File: config.mk
export PLATFORM = sky130hd
export DESIGN_NAME = astg_top
export DESIGN_NICKNAME = d
export VERILOG_FILES = /design/src/pkg/astg_pkg.sv /design/src/pkg/astg_cnt_if.sv /design/src/design/astg_line_edge.sv /design/src/design/astg_burst_cnt.sv /design/src/design/astg_top.sv
export SDC_FILE = /design/constraint.sdc
export NUM_CORES = 1
export LEC_CHECK = 0
export BUFFER_PORTS_ARGS = -buffer_cell sky130_fd_sc_hd__buf_2
export CORE_MARGIN = 2
export CORE_UTILIZATION = 51
export DETAILED_ROUTE_END_ITERATION = 10
export GPL_ROUTABILITY_DRIVEN = 0
export GPL_TIMING_DRIVEN = 0
export PLACE_DENSITY_LB_ADDON = 0.3
export SLEW_MARGIN = 20
export SYNTH_ARGS = -nofsm -noshare
export SYNTH_HDL_FRONTEND = slang
export SYNTH_SLANG_ARGS = --single-unit
File: constraint.sdc
create_clock -name i_clk -period 2.8 [get_ports i_clk]
set_input_delay 0 -clock i_clk [delete_from_list [all_inputs] [get_ports i_clk]]
set_output_delay 0 -clock i_clk [all_outputs]
set_load 0.02 [all_outputs]
File: src/pkg/astg_pkg.sv
package astg_pkg;

    // register byte offsets
    localparam logic [7:0] ADR_CTRL   = 8'h00;
    localparam logic [7:0] ADR_TSEL   = 8'h04;
    localparam logic [7:0] ADR_TCFG   = 8'h08;
    localparam logic [7:0] ADR_TSW    = 8'h0C;
    localparam logic [7:0] ADR_FPB    = 8'h10;
    localparam logic [7:0] ADR_STATUS = 8'h14;

    // ctrl fields
    localparam int CTRL_STD_BIT   = 0;
    localparam int CTRL_START_BIT = 1;
    localparam int CTRL_STOP_BIT  = 2;
    localparam int CTRL_CONT_BIT  = 3;
    localparam int CTRL_ARMED_BIT = 4;

    // trigger config fields
    localparam int TCFG_GATE_BIT = 0;
    localparam int TCFG_ORG_LSB  = 1;
    localparam int TCFG_POL_BIT  = 3;

    // status fields
    localparam int STAT_STATE_LSB = 0;
    localparam int STAT_ARMED_BIT = 2;
    localparam int STAT_CNT_LSB   = 8;

    // trigger target select
    localparam logic TGT_ACQ   = 1'b0;
    localparam logic TGT_FRAME = 1'b1;

    // trigger origin select
    localparam logic [1:0] ORG_SOFT  = 2'h0;
    localparam logic [1:0] ORG_LINE1 = 2'h1;
    localparam logic [1:0] ORG_LINE2 = 2'h2;

    // edge polarity select
    localparam logic POL_RISE = 1'b0;
    localparam logic POL_FALL = 1'b1;

    // reset values, and the smallest accepted fpb
    localparam logic       RST_STD  = 1'b0;
    localparam logic       RST_CONT = 1'b1;
    localparam logic       RST_GATE = 1'b0;
    localparam logic [1:0] RST_ORG  = ORG_LINE2;
    localparam logic       RST_POL  = POL_RISE;
    localparam logic [7:0] RST_FPB  = 8'h01;
    localparam logic [7:0] FPB_MIN  = 8'h01;

    localparam int NUM_LINES = 2;

    typedef enum logic [1:0] {
        ST_IDLE     = 2'b00,
        ST_WAIT_ACQ = 2'b01,
        ST_WAIT_FRM = 2'b10
    } astg_state_t;

endpackage

File: src/pkg/astg_cnt_if.sv
`timescale 1ns/1ps
interface astg_cnt_if;
    logic       clear;
    logic       inc;
    logic [7:0] fpb;
    logic [7:0] count;
    logic       last;

    modport ctl (output clear, output inc, output fpb,
                 input count, input last);
    modport cnt (input clear, input inc, input fpb,
                 output count, output last);
endinterface

File: src/design/astg_line_edge.sv
`timescale 1ns/1ps
module astg_line_edge (
    // clock and reset
    input  wire logic i_clk,
    input  wire logic i_rst,
    // raw line
    input  wire logic i_line,
    // one-cycle edge pulses
    output logic      o_rise,
    output logic      o_fall
);
    logic meta_q;
    logic sync_q;
    logic hist_q;

    // first stage feeds only the second
    always_ff @(posedge i_clk or posedge i_rst) begin
        if (i_rst) begin
            meta_q <= 1'b0;
            sync_q <= 1'b0;
            hist_q <= 1'b0;
        end else begin
            meta_q <= i_line;
            sync_q <= meta_q;
            hist_q <= sync_q;
        end
    end

    assign o_rise = sync_q & ~hist_q;
    assign o_fall = ~sync_q & hist_q;
endmodule

File: src/design/astg_burst_cnt.sv
`timescale 1ns/1ps
module astg_burst_cnt (
    // clock and reset
    input  wire logic i_clk,
    input  wire logic i_rst,
    // counter control
    astg_cnt_if.cnt   c
);
    logic [7:0] count_q;

    always_ff @(posedge i_clk or posedge i_rst) begin
        if (i_rst) begin
            count_q <= 8'h00;
        end else if (c.clear) begin
            count_q <= 8'h00;
        end else if (c.inc && count_q != 8'hFF) begin
            count_q <= count_q + 8'h01;
        end
    end

    assign c.count = count_q;
    assign c.last  = c.inc && (count_q + 8'h01 == c.fpb);
endmodule

File: src/design/astg_top.sv
`timescale 1ns/1ps
module astg_top (
    // clock and reset
    input  wire logic        i_clk,
    input  wire logic        i_rst,
    // wishbone slave
    input  wire logic        i_wb_cyc,
    input  wire logic        i_wb_stb,
    input  wire logic        i_wb_we,
    input  wire logic [7:0]  i_wb_adr,
    input  wire logic [3:0]  i_wb_sel,
    input  wire logic [31:0] i_wb_dat,
    output logic      [31:0] o_wb_dat,
    output logic             o_wb_ack,
    // external input lines
    input  wire logic        i_line1,
    input  wire logic        i_line2,
    // frame start side
    input  wire logic        i_frame_trig,
    output logic             o_expose_start,
    output logic             o_wait_acq_start,
    output logic             o_wait_frame_start,
    // frame start trigger settings
    output logic             o_fs_gate_enable,
    output logic       [1:0] o_fs_origin,
    output logic             o_fs_polarity,
    output logic             o_fs_sw_trig
);
    astg_pkg::astg_state_t state_q;
    astg_pkg::astg_state_t state_d;

    logic       ack_q;
    logic [31:0] rdat_q;
    logic       std_mode_q;
    logic       cont_mode_q;
    logic       armed_q;
    logic       target_q;
    logic       as_gate_q;
    logic [1:0] as_origin_q;
    logic       as_pol_q;
    logic       fs_gate_q;
    logic [1:0] fs_origin_q;
    logic       fs_pol_q;
    logic [7:0] fpb_q;
    logic       as_sw_q;
    logic       fs_sw_q;
    logic       gate_prev_q;
    logic       expose_q;

    logic       req;
    logic       wr;
    logic       wr0;
    logic       start_cmd;
    logic       stop_cmd;
    logic       ctrl_wr;
    logic       tsel_wr;
    logic       tcfg_wr;
    logic       tsw_wr;
    logic       fpb_wr;
    logic       acq_event;
    logic       frame_ok;

    localparam int NL = astg_pkg::NUM_LINES;

    logic [NL-1:0] rise;
    logic [NL-1:0] fall;

    astg_cnt_if cnt_if ();

    function automatic logic pick_edge(input logic r, input logic f,
                                       input logic pol);
        pick_edge = (pol == astg_pkg::POL_FALL) ? f : r;
    endfunction

    function automatic logic reg_hit(input logic       w,
                                     input logic [7:0] a,
                                     input logic [7:0] slot);
        reg_hit = w && a == slot;
    endfunction

    genvar g;
    generate
        for (g = 0; g < NL; g++) begin : g_line
            astg_line_edge u_edge (
                .i_clk  (i_clk),
                .i_rst  (i_rst),
                .i_line ((g == 0) ? i_line1 : i_line2),
                .o_rise (rise[g]),
                .o_fall (fall[g])
            );
        end
    endgenerate

    astg_burst_cnt u_cnt (
        .i_clk (i_clk),
        .i_rst (i_rst),
        .c     (cnt_if.cnt)
    );

    // bus: one wait state, writes land on the acked edge
    assign req = i_wb_cyc & i_wb_stb;
    assign wr  = req & i_wb_we & ack_q;
    assign wr0 = wr & i_wb_sel[0];
    assign ctrl_wr = reg_hit(wr0, i_wb_adr, astg_pkg::ADR_CTRL);
    assign tsel_wr = reg_hit(wr0, i_wb_adr, astg_pkg::ADR_TSEL);
    assign tcfg_wr = reg_hit(wr0, i_wb_adr, astg_pkg::ADR_TCFG);
    assign tsw_wr  = reg_hit(wr0, i_wb_adr, astg_pkg::ADR_TSW);
    assign fpb_wr  = reg_hit(wr0, i_wb_adr, astg_pkg::ADR_FPB);
    assign start_cmd = ctrl_wr && i_wb_dat[astg_pkg::CTRL_START_BIT];
    assign stop_cmd  = ctrl_wr && i_wb_dat[astg_pkg::CTRL_STOP_BIT];

    always_ff @(posedge i_clk or posedge i_rst) begin
        if (i_rst) begin
            ack_q <= 1'b0;
        end else begin
            ack_q <= req & ~ack_q;
        end
    end

    always_ff @(posedge i_clk or posedge i_rst) begin
        if (i_rst) begin
            rdat_q <= 32'h0000_0000;
        end else if (req & ~ack_q) begin
            rdat_q <= 32'h0000_0000;
            unique case (i_wb_adr)
                astg_pkg::ADR_CTRL: begin
                    rdat_q[astg_pkg::CTRL_STD_BIT]   <= std_mode_q;
                    rdat_q[astg_pkg::CTRL_CONT_BIT]  <= cont_mode_q;
                    rdat_q[astg_pkg::CTRL_ARMED_BIT] <= armed_q;
                end
                astg_pkg::ADR_TSEL: begin
                    rdat_q[0] <= target_q;
                end
                astg_pkg::ADR_TCFG: begin
                    rdat_q[astg_pkg::TCFG_GATE_BIT] <=
                        (target_q == astg_pkg::TGT_ACQ) ? as_gate_q
                                                        : fs_gate_q;
                    rdat_q[astg_pkg::TCFG_ORG_LSB +: 2] <=
                        (target_q == astg_pkg::TGT_ACQ) ? as_origin_q
                                                        : fs_origin_q;
                    rdat_q[astg_pkg::TCFG_POL_BIT] <=
                        (target_q == astg_pkg::TGT_ACQ) ? as_pol_q
                                                        : fs_pol_q;
                end
                astg_pkg::ADR_FPB: begin
                    rdat_q[7:0] <= fpb_q;
                end
                astg_pkg::ADR_STATUS: begin
                    rdat_q[astg_pkg::STAT_STATE_LSB +: 2] <= state_q;
                    rdat_q[astg_pkg::STAT_ARMED_BIT]      <= armed_q;
                    rdat_q[astg_pkg::STAT_CNT_LSB +: 8]   <= cnt_if.count;
                end
                default: begin
                    rdat_q <= 32'h0000_0000;
                end
            endcase
        end
    end

    // mode and command bits
    always_ff @(posedge i_clk or posedge i_rst) begin
        if (i_rst) begin
            std_mode_q  <= astg_pkg::RST_STD;
            cont_mode_q <= astg_pkg::RST_CONT;
        end else if (ctrl_wr) begin
            std_mode_q  <= i_wb_dat[astg_pkg::CTRL_STD_BIT];
            cont_mode_q <= i_wb_dat[astg_pkg::CTRL_CONT_BIT];
        end
    end

    // single frame mode disarms after one exposure
    always_ff @(posedge i_clk or posedge i_rst) begin
        if (i_rst) begin
            armed_q <= 1'b0;
        end else if (stop_cmd) begin
            armed_q <= 1'b0;
        end else if (start_cmd) begin
            armed_q <= 1'b1;
        end else if (frame_ok && !cont_mode_q) begin
            armed_q <= 1'b0;
        end
    end

    always_ff @(posedge i_clk or posedge i_rst) begin
        if (i_rst) begin
            target_q <= astg_pkg::TGT_ACQ;
        end else if (tsel_wr) begin
            target_q <= i_wb_dat[0];
        end
    end

    // per-target trigger settings
    always_ff @(posedge i_clk or posedge i_rst) begin
        if (i_rst) begin
            as_gate_q   <= astg_pkg::RST_GATE;
            as_origin_q <= astg_pkg::RST_ORG;
            as_pol_q    <= astg_pkg::RST_POL;
            fs_gate_q   <= astg_pkg::RST_GATE;
            fs_origin_q <= astg_pkg::RST_ORG;
            fs_pol_q    <= astg_pkg::RST_POL;
        end else if (tcfg_wr) begin
            if (target_q == astg_pkg::TGT_ACQ) begin
                as_gate_q   <= i_wb_dat[astg_pkg::TCFG_GATE_BIT];
                as_origin_q <= i_wb_dat[astg_pkg::TCFG_ORG_LSB +: 2];
                as_pol_q    <= i_wb_dat[astg_pkg::TCFG_POL_BIT];
            end else begin
                fs_gate_q   <= i_wb_dat[astg_pkg::TCFG_GATE_BIT];
                fs_origin_q <= i_wb_dat[astg_pkg::TCFG_ORG_LSB +: 2];
                fs_pol_q    <= i_wb_dat[astg_pkg::TCFG_POL_BIT];
            end
        end
    end

    // zero would end a burst only after 256 frames, so it is refused
    always_ff @(posedge i_clk or posedge i_rst) begin
        if (i_rst) begin
            fpb_q <= astg_pkg::RST_FPB;
        end else if (fpb_wr && i_wb_dat[7:0] >= astg_pkg::FPB_MIN) begin
            fpb_q <= i_wb_dat[7:0];
        end
    end

    // soft trigger pulses, one cycle after the write
    always_ff @(posedge i_clk or posedge i_rst) begin
        if (i_rst) begin
            as_sw_q <= 1'b0;
            fs_sw_q <= 1'b0;
        end else begin
            as_sw_q <= tsw_wr && i_wb_dat[0]
                       && target_q == astg_pkg::TGT_ACQ;
            fs_sw_q <= tsw_wr && i_wb_dat[0]
                       && target_q == astg_pkg::TGT_FRAME;
        end
    end

    // acquisition start event source
    always_comb begin
        unique case (as_origin_q)
            astg_pkg::ORG_SOFT:  acq_event = as_sw_q;
            astg_pkg::ORG_LINE1: acq_event =
                pick_edge(rise[0], fall[0], as_pol_q);
            astg_pkg::ORG_LINE2: acq_event =
                pick_edge(rise[1], fall[1], as_pol_q);
            default:             acq_event = 1'b0;
        endcase
    end

    assign frame_ok = state_q == astg_pkg::ST_WAIT_FRM && i_frame_trig;

    assign cnt_if.fpb   = fpb_q;
    assign cnt_if.inc   = frame_ok;
    assign cnt_if.clear = state_q != astg_pkg::ST_WAIT_FRM
                          && state_d == astg_pkg::ST_WAIT_FRM;

    always_comb begin
        state_d = state_q;
        unique case (state_q)
            astg_pkg::ST_IDLE: begin
                if (std_mode_q && armed_q) begin
                    if (as_gate_q) begin
                        state_d = astg_pkg::ST_WAIT_ACQ;
                    end else begin
                        state_d = astg_pkg::ST_WAIT_FRM;
                    end
                end
            end
            astg_pkg::ST_WAIT_ACQ: begin
                if (!as_gate_q) begin
                    state_d = astg_pkg::ST_WAIT_FRM;
                end else if (acq_event) begin
                    state_d = astg_pkg::ST_WAIT_FRM;
                end
            end
            astg_pkg::ST_WAIT_FRM: begin
                if (as_gate_q && !gate_prev_q) begin
                    state_d = astg_pkg::ST_WAIT_ACQ;
                end else if (cnt_if.last && as_gate_q) begin
                    state_d = astg_pkg::ST_WAIT_ACQ;
                end
            end
            default: begin
                state_d = astg_pkg::ST_IDLE;
            end
        endcase
        // events elsewhere fall through unused
        if (!std_mode_q || !armed_q || stop_cmd) begin
            state_d = astg_pkg::ST_IDLE;
        end
    end

    always_ff @(posedge i_clk or posedge i_rst) begin
        if (i_rst) begin
            state_q     <= astg_pkg::ST_IDLE;
            gate_prev_q <= astg_pkg::RST_GATE;
        end else begin
            state_q     <= state_d;
            gate_prev_q <= as_gate_q;
        end
    end

    // legacy mode passes frame triggers ungated
    always_ff @(posedge i_clk or posedge i_rst) begin
        if (i_rst) begin
            expose_q <= 1'b0;
        end else begin
            expose_q <= frame_ok || (!std_mode_q && i_frame_trig);
        end
    end

    always_ff @(posedge i_clk or posedge i_rst) begin
        if (i_rst) begin
            o_wait_acq_start   <= 1'b0;
            o_wait_frame_start <= 1'b0;
        end else begin
            o_wait_acq_start   <= state_d == astg_pkg::ST_WAIT_ACQ;
            o_wait_frame_start <= state_d == astg_pkg::ST_WAIT_FRM;
        end
    end

    assign o_wb_ack         = ack_q;
    assign o_wb_dat         = rdat_q;
    assign o_expose_start   = expose_q;
    assign o_fs_gate_enable = fs_gate_q;
    assign o_fs_origin      = fs_origin_q;
    assign o_fs_polarity    = fs_pol_q;
    assign o_fs_sw_trig     = fs_sw_q;
endmodule

# After elaboration in Yosys (flattened, before gate mapping)
# Index checks and enable logic that the tools add are counted.
# word_totals
in_bits	52
output_inout_bits	41
register_bits	59
wordCells	117
# op_classes
magnitude_cmp	1
mux	25
n_bitwise	15
eq_ne	14
add_sub_neg	1
n_reduce_logical	34
# op_table
cell	count
$mux W8	3
$logic_and A1 B1 Y1	20
$eq A8 B4 Y1 const B	2
$eq A8 B5 Y1 const B	2
$mux W2	8
$pmux W2 S3	2
$and A1 B1 Y1	9
$add A8 B1 Y8 const B	1
$eq A8 B3 Y1 const B	1
$eq A8 B8 Y1	1
$ge A8 B1 Y1 const B	1
$logic_not A8 Y1	1
$ne A8 B8 Y1 const B	1
$mux W1	7
$eq A2 B1 Y1 const B	3
$eq A2 B2 Y1 const B	3
$not A1 Y1	6
$pmux W1 S3	2
$pmux W1 S5	1
$logic_not A1 Y1	4
$logic_not A2 Y1	2
$reduce_and A2 Y1	2
$logic_or A1 B1 Y1	3
$mux W3	1
other kinds (4)	4

# Depth between registers and ports, before layout
# logic_depth
depth_word	11
depth_mapped	8
mapped_depth_nobuf	7

# Modules after synthesis
# A second synthesis with hierarchy kept.
# hier_totals
cells_unflattened	286
area_unflattened_um2	3149.3
# modules_own_cells
module	instances	area_each_um2	cells_per_inst	seq_area_each_um2
astg_top	1	2275.9	196	1131.1
astg_burst_cnt	1	685.7	78	200.2
astg_line_edge	2	93.8	6	75.1

# Worst setup path before layout
# No wires, ideal clock.
# synth_path
path_kind	register to register
start	reg u_cnt.count_q[1] (netlist: u_cnt.c.count[1])
end	reg o_wait_frame_start
period_less_slack_ns	2.112
setup_slack_ns	0.688
path_buffers	1
arrival_time_ns	1.992
stages_incl_launch_ff	9
cell_sequence	dfrtp_1 ha_1 buf_2 xor2_1 a2111oi_2 o311ai_1 a2111oi_4 o221ai_1 and3_1
# synth_via
elab_chain_cells	9
# synth_rtl
element	line	source
start, declared	astg_burst_cnt.sv:9	logic [7:0] count_q;
start signal, assigned	astg_burst_cnt.sv:17	count_q <= count_q + 8'h01;
$add A8 B1 Y8	astg_burst_cnt.sv:22	assign c.last = c.inc && (count_q + 8'h01 == c.fpb);
$eq A8 B8 Y1	astg_burst_cnt.sv:22	
$logic_and A1 B1 Y1	astg_burst_cnt.sv:22	
$logic_and A1 B1 Y1	astg_top.sv:277	end else if (cnt_if.last && as_gate_q) begin
$mux W2	astg_top.sv:277	
$mux W2	astg_top.sv:275	if (as_gate_q && !gate_prev_q) begin
$pmux W2 S3	astg_top.sv:257	unique case (state_q)
$mux W2	astg_top.sv:286	if (!std_mode_q || !armed_q || stop_cmd) begin
$eq A2 B2 Y1	astg_top.sv:316	o_wait_frame_start <= state_d == astg_pkg::ST_WAIT_FRM;
end signal, assigned	astg_top.sv:316	
end, declared	astg_top.sv:22	output logic o_wait_frame_start,
# No other way between the ends.
# A chain may end at the register's enable or synchronous reset.

# Worst setup path in the final report
# layout_path
start	reg u_cnt.count_q[1] (netlist: u_cnt.c.count[1])
end	reg state_q[1]
# layout_via
elab_chain_cells	8
# layout_rtl
element	line	source
$add A8 B1 Y8	astg_burst_cnt.sv:22	
$eq A8 B8 Y1	astg_burst_cnt.sv:22	
$logic_and A1 B1 Y1	astg_burst_cnt.sv:22	
$logic_and A1 B1 Y1	astg_top.sv:277	
$mux W2	astg_top.sv:277	
$mux W2	astg_top.sv:275	
$pmux W2 S3	astg_top.sv:257	
$mux W2	astg_top.sv:286	
via state_d[1]	astg_top.sv:30	astg_pkg::astg_state_t state_d;
end signal, assigned	astg_top.sv:293	state_q <= astg_pkg::ST_IDLE;
end signal, assigned	astg_top.sv:296	state_q <= state_d;
end, declared	astg_top.sv:29	astg_pkg::astg_state_t state_q;
# The timed path passes the listed nets, and every way through them passes these cells.

==> metrics.txt <==
# TYPE chip_impl_metric gauge
chip_impl_info{name="outcome",value="completed"} 1
chip_impl_metric{name="fmax",unit="MHz"} 420
chip_impl_info{name="final_common_cell",value="sky130_fd_sc_hd__buf_2"} 1
chip_impl_metric{name="port_buffers",unit=""} 49
chip_impl_info{name="criticalPathCategory",value="register to register"} 1
chip_impl_metric{name="worst_ep_arrival_time",unit="ns"} 2.60
chip_impl_metric{name="route.vias.total",unit=""} 2451
chip_impl_metric{name="initial_util",unit=""} 0.521
chip_impl_metric{name="grt_max_degree",unit=""} 60
chip_impl_metric{name="drtIter0Drc",unit=""} 116
chip_impl_metric{name="layout_worst_path_cycle_share",unit=""} 0.850
chip_impl_metric{name="required",unit="ns"} 3.02
chip_impl_metric{name="dp_cells",unit=""} 439
chip_impl_metric{name="postSynthAreaPerCell",unit="um2"} 10.2
chip_impl_metric{name="dp_hpwl",unit="um"} 4650
chip_impl_metric{name="ys_ff_latch",unit=""} 59
chip_impl_info{name="worst_hold_path_type",value="input pin to register"} 1
chip_impl_metric{name="nets",unit=""} 440
chip_impl_info{name="synth.area.top_cells",value="sky130_fd_sc_hd__dfrtp_1 45%, sky130_fd_sc_hd__mux2_2 7.4%, sky130_fd_sc_hd__nand2_1 4.8%, sky130_fd_sc_hd__buf_4 3.9%, sky130_fd_sc_hd__dfstp_2 3.4%"} 1
chip_impl_metric{name="post_route_cells_drive_above_1_share",unit=""} 0.319
chip_impl_info{name="cts-root-buf",value="sky130_fd_sc_hd__clkbuf_8"} 1
chip_impl_metric{name="chipHeight",unit="um"} 81.3
chip_impl_info{name="layout.cells.most_common_list",value="56 x sky130_fd_sc_hd__buf_2, 55 x sky130_fd_sc_hd__dfrtp_1, 39 x sky130_fd_sc_hd__nand2_1"} 1
chip_impl_metric{name="core.rowCount",unit=""} 28
chip_impl_metric{name="area_enclosed_by_the_die_boundary",unit="um2"} 6610
chip_impl_metric{name="drc",unit=""} 0
chip_impl_metric{name="cap_violations",unit=""} 0
chip_impl_metric{name="antenna_cells",unit=""} 0
chip_impl_metric{name="postRouteAntennaNets",unit=""} 0
chip_impl_metric{name="worst_pin_slew",unit="ns"} 0.696
chip_impl_metric{name="report.final.hold_viol_count",unit=""} 0
chip_impl_info{name="endpoint_type_of_the_worst_setup_path",value="register"} 1
chip_impl_metric{name="p_leak",unit="nW"} 1.88
chip_impl_metric{name="design.portCount",unit=""} 93
chip_impl_metric{name="clkSinkCount",unit=""} 59
chip_impl_metric{name="groute.usage.overall",unit=""} 0.216
chip_impl_metric{name="area_growth_syn_to_layout",unit="%"} 24.9
chip_impl_metric{name="grt_pass1_vias",unit=""} 2411
chip_impl_metric{name="finalWorstPathRequiredPeriod",unit="ns"} 2.38
chip_impl_metric{name="dpl-instance-area",unit="um2"} 3440
chip_impl_metric{name="vias_per_inst",unit=""} 5.25
chip_impl_metric{name="yosysSeqAreaShare",unit=""} 0.486
chip_impl_metric{name="layout.cells.non_filler",unit=""} 467
chip_impl_metric{name="worst_slew_margin_relative_to_its_limit",unit=""} 0.536
chip_impl_metric{name="setup_viol",unit=""} 0
chip_impl_metric{name="first_pass_grt_wire_length",unit="um"} 10700
chip_impl_metric{name="antenna_violations_before_repair",unit=""} 0
chip_impl_metric{name="syn_area",unit="um2"} 3050
chip_impl_metric{name="clock_latency",unit="ns"} 0.34
chip_impl_metric{name="cts.repair.resized",unit=""} 0
chip_impl_metric{name="post-cts-setup-buffer-count",unit=""} 0
chip_impl_metric{name="die_w",unit="um"} 81.3
chip_impl_metric{name="timing.clock.skew",unit="ns"} 0.00519
chip_impl_info{name="dominantRegCellSynth",value="sky130_fd_sc_hd__dfrtp_1"} 1
chip_impl_metric{name="route.final.wire_length",unit="um"} 6330
chip_impl_metric{name="ys_types",unit=""} 51
chip_impl_metric{name="max_slew_violation_total_from_the_final_report",unit=""} 0
chip_impl_metric{name="crit_fanout",unit=""} 10
chip_impl_info{name="grt_setup_unrepaired",value="false"} 1
chip_impl_metric{name="finish.instance_area",unit="um2"} 3810
chip_impl_metric{name="share_of_yosys_cell_area_claimed_by_the_top_area_cell_type",unit=""} 0.452
chip_impl_metric{name="routed_wire_length_per_instance",unit="um"} 13.6
chip_impl_metric{name="cts_inserted_buffers",unit=""} 9
chip_impl_info{name="tritoncts",value="yes"} 1
chip_impl_metric{name="cts-root-to-sink-buffers",unit=""} 2
chip_impl_metric{name="postSynth.asyncResetShare",unit=""} 1.00
chip_impl_metric{name="finalSetupTns",unit="ns"} 0
chip_impl_metric{name="h_tree_lvl_count",unit=""} 3
chip_impl_info{name="worstSetupStartpointType",value="register"} 1
chip_impl_info{name="synth.largest_area_cell",value="sky130_fd_sc_hd__dfrtp_1"} 1
chip_impl_metric{name="vdd_drop_max",unit="mV"} 0.392
chip_impl_metric{name="worst_setup_hold_path_clk_slew",unit="ns"} 0.07
chip_impl_metric{name="number_of_synthesized_flops_with_an_enable_pin",unit=""} 0
chip_impl_metric{name="placeable_core_region",unit="um2"} 5850
chip_impl_metric{name="power_density",unit="nW/um2"} 507
chip_impl_metric{name="gr-total-overflow",unit=""} 0
chip_impl_metric{name="yosysWarnings",unit=""} 0
chip_impl_metric{name="synthesis.instances",unit=""} 300
chip_impl_metric{name="detail_route.first_pass.iterations",unit=""} 4
## where the power goes
part / total [W] / switching, W / internal (W)
combinational: 0.000128 / 0.0000774 / 0.0000510
clock: 0.000934 / 0.000322 / 0.000612
sequential: 0.000865 / 0.00000408 / 0.000861
total: 0.00193 / 0.000404 / 0.00152
## per-layer routing
| metal | track usage | up-vias | part of all wire |
|---|---|---|---|
| met5 | 0 | - | 0 |
| met4 | 0.0864 | 0 | 0.014 |
| met3 | 0.0689 | 10 | 0.053 |
| met2 | 0.370 | 67 | 0.51 |
| met1 | 0.251 | 1168 | 0.42 |
| li1 | - | 1206 | - |
## kinds of logic after synthesis
| kind of cell | after synthesis | synth area share |
|---|---|---|
| AO/OA/AOI/OAI | 45 | 0.119 |
| XOR/XNOR | 14 | 0.0402 |
| adder cells (fa/ha/maj) | 1 | 0.00411 |
| buffers and inverters | 38 | 0.0694 |
| flip-flops | 59 | 0.486 |
| multiplexers | 22 | 0.0805 |
| other | 1 | 0.00123 |
| AND/OR/NAND/NOR | 120 | 0.199 |
## registers in the layout (all words and copies together) (netlist names), 2 cells and up
name,cells
o_wb_dat,16
cnt_if.fpb,8
u_cnt.c.count,8
as_origin_q,2
g_line.u_edge.hist_q,2
g_line.u_edge.meta_q,2
g_line.u_edge.sync_q,2
o_fs_origin,2
state_q,2
## synth_stat cells (2+ instances only)
master / instances
sky130_fd_sc_hd__nand3_1: 21
sky130_fd_sc_hd__inv_1: 8
sky130_fd_sc_hd__o21ai_0: 10
sky130_fd_sc_hd__or3b_1: 2
sky130_fd_sc_hd__nor2_1: 21
sky130_fd_sc_hd__a2111oi_4: 2
sky130_fd_sc_hd__xnor2_1: 9
sky130_fd_sc_hd__nor3b_1: 2
sky130_fd_sc_hd__nand3b_1: 4
sky130_fd_sc_hd__dfrtp_1: 55
sky130_fd_sc_hd__a211oi_1: 7
sky130_fd_sc_hd__a21oi_1: 8
sky130_fd_sc_hd__or3_1: 2
sky130_fd_sc_hd__mux2i_1: 2
sky130_fd_sc_hd__nor3_2: 3
sky130_fd_sc_hd__nand2_1: 39
sky130_fd_sc_hd__and3_1: 3
sky130_fd_sc_hd__nand2_2: 2
sky130_fd_sc_hd__nand2b_1: 2
sky130_fd_sc_hd__a222oi_1: 3
sky130_fd_sc_hd__mux2_2: 20
sky130_fd_sc_hd__nor3_1: 5
sky130_fd_sc_hd__clkbuf_1: 7
sky130_fd_sc_hd__nor2b_1: 2
sky130_fd_sc_hd__dfstp_2: 4
sky130_fd_sc_hd__nor4_1: 3
sky130_fd_sc_hd__a311oi_1: 2
sky130_fd_sc_hd__or2_2: 2
sky130_fd_sc_hd__buf_2: 7
sky130_fd_sc_hd__buf_4: 16
sky130_fd_sc_hd__xor2_1: 5
sky130_fd_sc_hd__nand4_1: 2
sky130_fd_sc_hd__and2_1: 2
## stage by stage
step,util,hold WS [ns],total power (W),setup WS (ns)
floorplan,-,0.0314,0.000956,0.688
CTS,0.651,0.0682,0.00195,0.412
global placement,0.588,0.110,0.000995,0.468
detailed placement,0.589,0.109,0.000997,0.423
finish,0.651,0.0775,0.00193,0.421
global route,0.651,0.0893,0.00201,0.196
## worst paths after layout
kind                            depth (start not counted)               startpoint                      end  slack (ns)
worst max-delay path                                    8         u_cnt.c.count[1]               state_q[1]        0.42
worst max register to register                          8         u_cnt.c.count[1]               state_q[1]        0.42
max in group asynchronous                               3                    i_rst               state_q[1]        2.01
min in group asynchronous                               3                    i_rst             o_wb_dat[11]        0.32
worst min register to register                          0  g_line[0].u_edge.meta_q  g_line[0].u_edge.sync_q        0.35
worst min-delay path                                    4              i_wb_adr[1]             o_fs_sw_trig        0.08
## what timing repair did
| action | CTS | global route |
|---|---|---|
| endpoints found under the setup margin | 0 | 0 |
| hold buffers | 12 | 0 |
| hold endpoints to repair | 75 | 0 |
## critical path, stage by stage (launching register included)
cell and delay, ns:
sky130_fd_sc_hd__dfrtp_1 0.46, sky130_fd_sc_hd__ha_1 0.21, sky130_fd_sc_hd__buf_2 0.17, sky130_fd_sc_hd__xor2_1 0.16
sky130_fd_sc_hd__a2111oi_2 0.37, sky130_fd_sc_hd__o311ai_1 0.21, sky130_fd_sc_hd__a2111oi_4 0.27, sky130_fd_sc_hd__o221ai_1 0.19
sky130_fd_sc_hd__and3_1 0.21
## cell type report
type / instances / area, um2
Tap cell: 75 / 93.8
Fill cell: 478 / 2040
Sequential cell: 59 / 1480
Inverter: 8 / 32.5
Timing Repair Buffer: 61 / 365
Buffer: 30 / 181
Multi-Input combinational cell: 218 / 1410
Clock inverter: 5 / 100
Clock buffer: 11 / 141
Note: power is estimated with default switching activity, not from simulation.
